[config.mk]
export PLATFORM = sky130hd
export DESIGN_NAME = ple_cell_group
export DESIGN_NICKNAME = d
export VERILOG_FILES = /design/src/inc/ple_pkg.sv /design/src/verilog/ple_cell_group.sv
export SDC_FILE = /design/constraint.sdc
export NUM_CORES = 1
export LEC_CHECK = 0
export ABC_CLOCK_PERIOD_IN_PS = 12800
export CAP_MARGIN = 20
export CORE_ASPECT_RATIO = 1.2
export CORE_MARGIN = 1.5
export CORE_UTILIZATION = 53
export CTS_CLUSTER_DIAMETER = 120
export DETAILED_ROUTE_END_ITERATION = 16
export DONT_BUFFER_PORTS = 1
export GPL_TIMING_DRIVEN = 1
export PLACE_DENSITY = 0.72
export SLEW_MARGIN = 15
export SYNTH_ARGS = -nofsm -noshare
export SYNTH_HDL_FRONTEND = slang
export SYNTH_SLANG_ARGS = --single-unit
[constraint.sdc]
create_clock -name clk_i -period 12.8 [get_ports clk_i]
set_input_delay 2.56 -clock clk_i [delete_from_list [all_inputs] [get_ports clk_i]]
set_output_delay 2.56 -clock clk_i [all_outputs]
set_load 0.02 [all_outputs]
[src/inc/ple_pkg.sv]
// package: constants and carriers for the logic cell group
package ple_pkg;

  // ----------------------------------------
  // sizes and register map
  // ----------------------------------------
  localparam int          NCELL    = 10;
  localparam int          MID      = 5;
  localparam logic [7:0]  A_CTRL   = 8'h00;
  localparam logic [7:0]  A_STAT   = 8'h04;
  localparam logic [7:0]  A_CFG    = 8'h40;
  localparam logic [31:0] RD_ZERO  = 32'h0000_0000;

  // ----------------------------------------
  // field types
  // ----------------------------------------
  typedef enum logic [1:0] {FF_D, FF_T, FF_JK, FF_SR} ple_ff_t;

  typedef struct packed {
    logic [20:0] rsv;
    logic        reinit;
    logic        pin_en;
    logic        aload;
    logic        preset;
    logic        aclr1;
    logic        aclr0;
    logic        sload;
    logic        sclr;
    logic        ce1;
    logic        ce0;
    logic        sub;
  } ple_ctrl_t;

  typedef struct packed {
    logic        rsv;
    logic        pwr_hi;
    logic        ce_sel;
    logic        clr_sel;
    logic        cnt;
    logic        start;
    logic        rchain;
    logic        lchain;
    logic        pack;
    logic        cin_sel;
    logic        arith;
    logic [2:0]  osel;
    ple_ff_t     ff;
    logic [15:0] mask;
  } ple_cfg_t;

  typedef struct packed {
    ple_ctrl_t              ctrl;
    ple_cfg_t [NCELL-1:0]   cfg;
    logic [NCELL-1:0]       q;
    logic [3*NCELL-1:0]     gen;
    logic [NCELL-1:0]       comb;
    logic                   lchain;
    logic                   rchain;
    logic                   cout;
    logic                   ack;
    logic [31:0]            dat;
  } ple_state_t;

  localparam ple_state_t ST_RST = '0;

endpackage

[src/verilog/ple_cell_group.sv]
// module: ten logic cells with group control and a wishbone register port
`timescale 1ns/100ps
module ple_cell_group (
  input  wire logic        clk_i,               // 25 MHz clock
  input  wire logic        rst_i,               // sync reset, high
  input  wire logic        cyc_i,               // wishbone cycle
  input  wire logic        stb_i,               // wishbone strobe
  input  wire logic        we_i,                // wishbone write
  input  wire logic [7:0]  adr_i,               // byte address
  input  wire logic [3:0]  sel_i,               // byte lanes
  input  wire logic [31:0] dat_i,               // write data
  output logic      [31:0] dat_o,               // read data
  output logic             ack_o,               // wishbone ack
  input  wire logic [39:0] data_i,              // four data inputs per cell
  input  wire logic        carry_in_i,          // carry from previous group
  input  wire logic        lut_chain_i,         // table chain into cell 0
  input  wire logic        reg_chain_i,         // register chain into cell 0
  input  wire logic        chip_wide_clear_n_i, // chip clear pin, low
  output logic      [29:0] gen_o,               // three outputs per cell
  output logic      [9:0]  comb_o,              // cell results, registered one edge late
  output logic      [9:0]  q_o,                 // register outputs
  output logic             lut_chain_o,         // table chain out
  output logic             reg_chain_o,         // register chain out
  output logic             carry_out_o          // carry to next group
);

  // ----------------------------------------
  // state
  // ----------------------------------------
  ple_pkg::ple_state_t s;
  ple_pkg::ple_state_t n;
  ple_pkg::ple_cfg_t   cf;
  ple_pkg::ple_ctrl_t  wc;

  logic       hit;
  logic       cfg_hit;
  logic [3:0] cidx;
  logic [3:0] d;
  logic       grp_cin;
  logic       blk;
  logic       pin_hit;
  logic       carry_in_zero_chain;
  logic       carry_in_one_chain;
  logic       carry_out_zero_chain;
  logic       carry_out_one_chain;
  logic       fourth_data_input;
  logic       sub;
  logic       a;
  logic       b;
  logic       sum0;
  logic       sum1;
  logic       in0;
  logic       in2;
  logic       in3;
  logic       lut;
  logic       res;
  logic       din;
  logic       ce;
  logic       clr;
  logic       nq;
  logic       pq;
  logic       pl;

  // byte-lane merge for register writes
  function automatic logic [31:0] merge(input logic [31:0] old,
                                        input logic [31:0] wr,
                                        input logic [3:0]  be);
    logic [31:0] r;
    r = old;
    for (int k = 0; k < 4; k++) begin
      if (be[k]) begin
        r[8*k +: 8] = wr[8*k +: 8];
      end
    end
    return r;
  endfunction

  always_comb begin
    n       = s;
    cf      = s.cfg[0];
    wc      = s.ctrl;
    d       = 4'h0;
    hit     = cyc_i && stb_i && !s.ack;
    cidx    = adr_i[5:2];
    cfg_hit = (adr_i[7:6] == ple_pkg::A_CFG[7:6]) && (cidx < 4'(ple_pkg::NCELL));

    // ----------------------------------------
    // register port: one ack per request, registered one cycle after it
    // ----------------------------------------
    n.ack         = hit;
    n.dat         = ple_pkg::RD_ZERO;
    n.ctrl.reinit = 1'b0;
    if (hit && we_i) begin
      if (adr_i == ple_pkg::A_CTRL) begin
        wc        = merge(s.ctrl, dat_i, sel_i);
        wc.rsv    = '0;
        n.ctrl    = wc;
      end else if (cfg_hit) begin
        cf         = merge(s.cfg[cidx], dat_i, sel_i);
        cf.rsv     = 1'b0;
        n.cfg[cidx] = cf;
      end
    end else if (hit) begin
      if (adr_i == ple_pkg::A_CTRL) begin
        n.dat = s.ctrl;
      end else if (adr_i == ple_pkg::A_STAT) begin
        n.dat = {14'h0000, s.cout, chip_wide_clear_n_i, 6'h00, s.q};
      end else if (cfg_hit) begin
        n.dat = s.cfg[cidx];
      end
    end

    // ----------------------------------------
    // cell array
    // ----------------------------------------
    pin_hit              = s.ctrl.pin_en && !chip_wide_clear_n_i;
    grp_cin              = s.ctrl.sub | carry_in_i;
    blk                  = grp_cin;
    carry_in_zero_chain  = 1'b0;
    carry_in_one_chain   = 1'b1;
    carry_out_zero_chain = 1'b0;
    carry_out_one_chain  = 1'b1;
    fourth_data_input    = 1'b0;
    pq                   = reg_chain_i;
    pl                   = lut_chain_i;
    sub                  = 1'b0;
    a                    = 1'b0;
    b                    = 1'b0;
    sum0                 = 1'b0;
    sum1                 = 1'b0;
    in0                  = 1'b0;
    in2                  = 1'b0;
    in3                  = 1'b0;
    lut                  = 1'b0;
    res                  = 1'b0;
    din                  = 1'b0;
    ce                   = 1'b0;
    clr                  = 1'b0;
    nq                   = 1'b0;
    for (int i = 0; i < ple_pkg::NCELL; i++) begin
      cf                = s.cfg[i];
      d                 = data_i[4*i +: 4];
      fourth_data_input = d[3];
      // upper half re-selects the block carry from the fifth cell's carries
      if (i == ple_pkg::MID) begin
        blk = blk ? carry_in_one_chain : carry_in_zero_chain;
      end
      if (cf.start) begin
        carry_in_zero_chain = 1'b0;
        carry_in_one_chain  = 1'b1;
      end

      // arithmetic: operand b inverted while subtracting
      sub  = cf.arith && s.ctrl.sub;
      // operands come from the second and third data inputs, or from the register and fourth input in count mode
      a    = cf.cnt ? s.q[i] : d[1];
      b    = (cf.cnt ? d[3] : d[2]) ^ sub;
      sum0 = a ^ b ^ carry_in_zero_chain;
      sum1 = a ^ b ^ carry_in_one_chain;
      carry_out_zero_chain = carry_in_zero_chain ? (a | b) : (a & b);
      carry_out_one_chain  = carry_in_one_chain ? (a | b) : (a & b);

      // normal mode table
      in0 = cf.lchain ? pl : d[0];
      in2 = cf.pack ? s.q[i] : d[2];
      in3 = cf.cin_sel ? blk : fourth_data_input;
      lut = cf.mask[{in3, in2, d[1], in0}];
      res = cf.arith ? (blk ? sum1 : sum0) : lut;

      // register next value
      din = cf.rchain ? pq : res;
      ce  = (cf.ce_sel ? s.ctrl.ce1 : s.ctrl.ce0) && !(cf.arith && cf.cnt && !d[2]);
      clr = cf.clr_sel ? s.ctrl.aclr1 : s.ctrl.aclr0;
      unique case (cf.ff)
        ple_pkg::FF_D: begin
          nq = din;
        end
        ple_pkg::FF_T: begin
          nq = s.q[i] ^ din;
        end
        ple_pkg::FF_JK: begin
          nq = (din & ~s.q[i]) | (~d[2] & s.q[i]);
        end
        ple_pkg::FF_SR: begin
          nq = din | (s.q[i] & ~d[2]);
        end
      endcase

      // asynchronous controls act at the next edge here, single clock design
      if (pin_hit) begin
        n.q[i] = 1'b0;
      end else if (s.ctrl.reinit) begin
        n.q[i] = cf.pwr_hi;
      end else if (clr) begin
        n.q[i] = 1'b0;
      end else if (s.ctrl.preset) begin
        n.q[i] = 1'b1;
      end else if (s.ctrl.aload) begin
        n.q[i] = fourth_data_input;
      end else if (ce) begin
        if (s.ctrl.sclr) begin
          n.q[i] = 1'b0;
        end else if (s.ctrl.sload) begin
          n.q[i] = fourth_data_input;
        end else begin
          n.q[i] = nq;
        end
      end

      for (int k = 0; k < 3; k++) begin
        n.gen[3*i+k] = cf.osel[k] ? s.q[i] : res;
      end
      n.comb[i]           = res;
      pq                  = s.q[i];
      pl                  = res;
      carry_in_zero_chain = carry_out_zero_chain;
      carry_in_one_chain  = carry_out_one_chain;
    end
    // tenth cell: block carry picks the chain leaving the group
    n.cout   = blk ? carry_in_one_chain : carry_in_zero_chain;
    n.lchain = pl;
    n.rchain = s.q[ple_pkg::NCELL-1];
  end

  always_ff @(posedge clk_i) begin
    if (rst_i) begin
      s <= ple_pkg::ST_RST;
    end else begin
      s <= n;
    end
  end

  // ----------------------------------------
  // outputs
  // ----------------------------------------
  assign dat_o       = s.dat;
  assign ack_o       = s.ack;
  assign gen_o       = s.gen;
  assign comb_o      = s.comb;
  assign q_o         = s.q;
  assign lut_chain_o = s.lchain;
  assign reg_chain_o = s.rchain;
  assign carry_out_o = s.cout;

  // ----------------------------------------
  // checks
  // ----------------------------------------
  chk_chip_clear_all: assert property (@(posedge clk_i) disable iff (rst_i)
    pin_hit |=> (s.q == '0))
    else $error("chip clear did not clear registers");

  chk_clear_wins: assert property (@(posedge clk_i) disable iff (rst_i)
    (!pin_hit && !s.ctrl.reinit && s.ctrl.aclr0 && !s.cfg[0].clr_sel && s.ctrl.preset)
    |=> !s.q[0])
    else $error("preset won over clear");

  chk_preset_high: assert property (@(posedge clk_i) disable iff (rst_i)
    (!pin_hit && !s.ctrl.reinit && !s.ctrl.aclr0 && !s.ctrl.aclr1 && s.ctrl.preset)
    |=> (&s.q))
    else $error("preset did not load high");

  chk_reg_hold: assert property (@(posedge clk_i) disable iff (rst_i)
    (!pin_hit && !s.ctrl.reinit && !s.ctrl.aclr0 && !s.ctrl.aclr1 && !s.ctrl.preset
     && !s.ctrl.aload && !s.ctrl.ce0 && !s.ctrl.ce1) |=> $stable(s.q))
    else $error("register changed without enable");

  chk_sync_clear: assert property (@(posedge clk_i) disable iff (rst_i)
    (!pin_hit && !s.ctrl.reinit && !s.ctrl.aclr0 && !s.ctrl.aclr1 && !s.ctrl.preset
     && !s.ctrl.aload && s.ctrl.ce0 && s.ctrl.ce1 && s.ctrl.sclr && !s.cfg[0].cnt)
    |=> !s.q[0])
    else $error("sync clear missed");

  chk_sub_carry: assert property (@(posedge clk_i) disable iff (rst_i)
    s.ctrl.sub |-> grp_cin)
    else $error("subtract did not force carry-in");

  chk_gen_select: assert property (@(posedge clk_i) disable iff (rst_i)
    $past(s.cfg[0].osel[0]) |-> (s.gen[0] == $past(s.q[0])))
    else $error("output did not follow register");

  chk_reg_chain: assert property (@(posedge clk_i) disable iff (rst_i)
    1'b1 |=> (reg_chain_o == $past(s.q[9])))
    else $error("register chain out wrong");

  // ----------------------------------------
  // bus and control checks
  // ----------------------------------------
  chk_ack_pulse: assert property (@(posedge clk_i) disable iff (rst_i)
    ack_o |=> !ack_o)
    else $error("ack stood longer than one cycle");

  chk_req_ack: assert property (@(posedge clk_i) disable iff (rst_i)
    (cyc_i && stb_i && !ack_o) |=> ack_o)
    else $error("request not acknowledged");

  chk_idle_dat: assert property (@(posedge clk_i) disable iff (rst_i)
    !s.ack |-> (s.dat == ple_pkg::RD_ZERO))
    else $error("read data not zero outside ack");

  chk_reinit_self: assert property (@(posedge clk_i) disable iff (rst_i)
    s.ctrl.reinit |=> !s.ctrl.reinit)
    else $error("reinit did not clear itself");

  chk_reinit_load: assert property (@(posedge clk_i) disable iff (rst_i)
    (!pin_hit && s.ctrl.reinit) |=> (s.q[0] == $past(s.cfg[0].pwr_hi)))
    else $error("reinit did not load power-up level");

  chk_aload_data: assert property (@(posedge clk_i) disable iff (rst_i)
    (!pin_hit && !s.ctrl.reinit && !s.ctrl.aclr0 && !s.ctrl.aclr1 && !s.ctrl.preset && s.ctrl.aload)
    |=> (s.q[0] == $past(data_i[3])))
    else $error("load did not take fourth input");

  chk_sync_load: assert property (@(posedge clk_i) disable iff (rst_i)
    (!pin_hit && !s.ctrl.reinit && !s.ctrl.aclr0 && !s.ctrl.aclr1 && !s.ctrl.preset && !s.ctrl.aload
     && s.ctrl.ce0 && !s.cfg[0].ce_sel && !s.cfg[0].cnt && !s.ctrl.sclr && s.ctrl.sload)
    |=> (s.q[0] == $past(data_i[3])))
    else $error("sync load missed");

  chk_clear1_wins: assert property (@(posedge clk_i) disable iff (rst_i)
    (!pin_hit && !s.ctrl.reinit && s.ctrl.aclr1 && s.cfg[0].clr_sel) |=> !s.q[0])
    else $error("second clear did not clear");

  chk_gen_result: assert property (@(posedge clk_i) disable iff (rst_i)
    !$past(s.cfg[0].osel[1]) |-> (s.gen[1] == s.comb[0]))
    else $error("output did not follow result");

  chk_gen_reg2: assert property (@(posedge clk_i) disable iff (rst_i)
    $past(s.cfg[0].osel[2]) |-> (s.gen[2] == $past(s.q[0])))
    else $error("third output did not follow register");

  chk_first_carry: assert property (@(posedge clk_i) disable iff (rst_i)
    (s.ctrl.sub && s.cfg[0].arith && !s.cfg[0].cnt)
    |=> (s.comb[0] == ($past(data_i[1]) ^ $past(data_i[2]))))
    else $error("subtract lsb wrong");

endmodule

==> reports/qor.txt <==
status = complete, no violations
slew margin rel. = 0.105
yosys warns = 0
post-synthesis register bit count = 405
Power Density = 118 nW/um^2
top area cells in the synthesized netlist = dfxtp_1 36%, nand2_1 12%, a21oi_1 8.7%
Syn Inst Count = 2865
Max clock buf depth = 3
skew final = 21.2 ps
Pleak = 8.11 nW
Top Metal Used = met5
dominant delay contributor by cell family on the critical path = compound AO/OA/AOI/OAI gates
total wire length = 87600 um
GP Congestion = 0.989
CP endpoint kind = flip-flop
dpl ws = 856 ps
Final WS setup = 1170 ps
Port Buffers = 0
CTS root buffer = clkbuf_16
GR Util All Layers = 0.388
Resized cells post-CTS = 0
Synth Cell Area = 22800 um^2
fin nets = 2790
Met2 Routed Length = 38700 um
Post-synth EDFFs = 0
Final Slew Violations = 0
Die Width = 192 um
unrepaired setup endpoints after global routing = false
Layout area overhead = 5.02%
Hold Crit Class = flip-flop to flip-flop
hold_ws = 467 ps
Hold-fix buffers, CTS = 0
largest net degree at the start of global routing = 367
DRC viols = 0
# Post-CTS Setup Buffers = 0
post-layout minimum cycle time = 11630 ps
multi-input combinational cell area = 13200 um^2
top cell type's share of synthesized area = 0.355
Yosys top cell by area = dfxtp_1
Hold Vio Cnt, Final = 0
layout cell share with drive strength beyond 1 = 0.104
Main synth FF type = dfxtp_1
clk_lat worst skew = 570 ps
CTS tree = yes
Initial DRT Pass Iterations = 9
post-route ant nets = 0
setup TNS = 0 ps
CP peak stage delay = 600 ps
die height = 230 um
Worst EP required = 13240 ps
VDD IR max = 0.000186 V
Setup CP Type = input port to flip-flop
die area = 44300 um^2
sequential fraction of the synthesis area = 0.355
Distinct cells, synth = 90
first-pass GRT wire length = 128000 um
CTS Sinks = 405
f_max = 86.0 MHz
CTS Buf Count = 42
Max-cap violations = 0
fillers = 3819
Worst EP arrival = 12070 ps
via count = 21700
Synth top cells by count = 729 x nand2_1, 405 x dfxtp_1, 395 x a21oi_1
Metal-1 WL = 29900 um
number of global-route vias before repair = 20300
register area = 8110 um^2
initial core utilization = 0.535
most common cell in the synthesized netlist = nand2_1
fin crit share = 0.908
HPWL after detailed placement = 60800 um
Rows = 83
vias per cell = 6.66
syn_area_per_cell = 7.97 um^2
grt total ovfl = 0
final setup vio count = 0
Worst-Margin Slew = 1340 ps
WL met3 = 10300 um
startpoint types = input port
Post-synth ARST share = 0
crit path buf inv count = 1
clk slew on worst S/H paths = 60 ps
CP max-delay cell = a21oi_1
Floorplan Core Area = 42700 um^2
Detailed Route Iter0 Violations = 2325
number of H-tree levels = 2
IO Count = 179
post-DR wirelength/cell = 26.9 um
CP most frequent cell = a21oi_1
initial antenna violation count = 4
post-synthesis net count = 2988
Max Fanout on Critical Path = 7
==> sequential cells by signal, summed over array words and instances (netlist names) <==
signal / flops
ack_o: 1
carry_out_o: 1
cf: 31
comb_o: 10
dat_o: 31
gen_o: 30
q_o: 10
reg_chain_o: 1
s: 290
==> area by class of cell <==
cell class,instances,share of cell area
inverter,58,0.00908
multi-input combinational,2130,0.552
tap,552,0.0288
sequential,405,0.338
clock inverter,20,0.0134
antenna,2,0.000209
clock buffer,53,0.0490
timing repair buffer,30,0.00940
==> kinds of logic after synthesis <==
| family | count (synthesis) | synth area share |
|---|---|---|
| AO/OA/AOI/OAI | 700 | 0.186 |
| flip-flops | 405 | 0.355 |
| buffers and inverters | 330 | 0.0681 |
| AND/OR/NAND/NOR | 1118 | 0.207 |
| adder cells (fa/ha/maj) | 30 | 0.0164 |
| XOR/XNOR | 19 | 0.00729 |
| other | 1 | 0.000164 |
| multiplexers | 262 | 0.160 |
==> worst register-to-register path, delay by kind of cell (launching register included) <==
family	cells	cell delay [ps]
xor+xnor	1	220
mux	5	1930
flops	1	1040
simple gates	7	1640
fa+ha+maj	2	570
compound gates	21	5200
buf+inv	1	60
==> metal layers <==
metal	global-route usage	up-vias
met5	0	-
met3	0.107	406
met4	0.326	2
met2	0.593	1423
li1	-	9555
met1	0.448	10300
==> final timing paths <==
kind                  startpoint                  end  slack, ps  cells past startpoint
min reg2reg  s[246]$_SDFFE_PP0P_  s[246]$_SDFFE_PP0P_        470                      2
max reg2reg  s[406]$_SDFFE_PP0P_  q_o[9]$_SDFFE_PP0P_       2030                     37
max                    data_i[3]  q_o[9]$_SDFFE_PP0P_       1170                     37
min          s[246]$_SDFFE_PP0P_  s[246]$_SDFFE_PP0P_        470                      2
==> stage by stage <==
stage | cell area [um^2] | power (W) | instances | util
finish | 24000 | 0.00282 | 3250 | 0.562
global route | 24000 | 0.00288 | 3250 | 0.562
CTS | 24000 | 0.00281 | 3248 | 0.562
detailed placement | 22500 | 0.00148 | 3175 | 0.526
global placement | 22500 | 0.00148 | 3175 | 0.526
floorplan | 22800 | 0.00147 | 2865 | -
==> layout by cell type (no fill, tap or decap), types with 9 or more instances in the layout <==
cell type    n
buf_4       30
a211oi_1    19
ha_1        30
o21ai_0     94
mux2_2      56
nor2b_1     17
a222oi_1    10
nand3_1     32
o211ai_1    15
inv_1       58
xor2_1      13
mux4_2      75
a22oi_1     44
o21ai_1      9
nor2_1     174
dfxtp_1    405
nand2b_1    24
nor3_1      32
mux2i_1    127
clkbuf_16   43
o221ai_1    16
a21oi_1    395
and3_1      30
nand2_1    729
nand4_1     10
==> where the power goes <==
group          internal (W)  switching (W)  total (W)
combinational     0.0000678       0.000117   0.000185
sequential          0.00127      0.0000113    0.00128
clock              0.000811       0.000545    0.00136
total               0.00215       0.000674    0.00282
(Power assumes the default switching activity.)
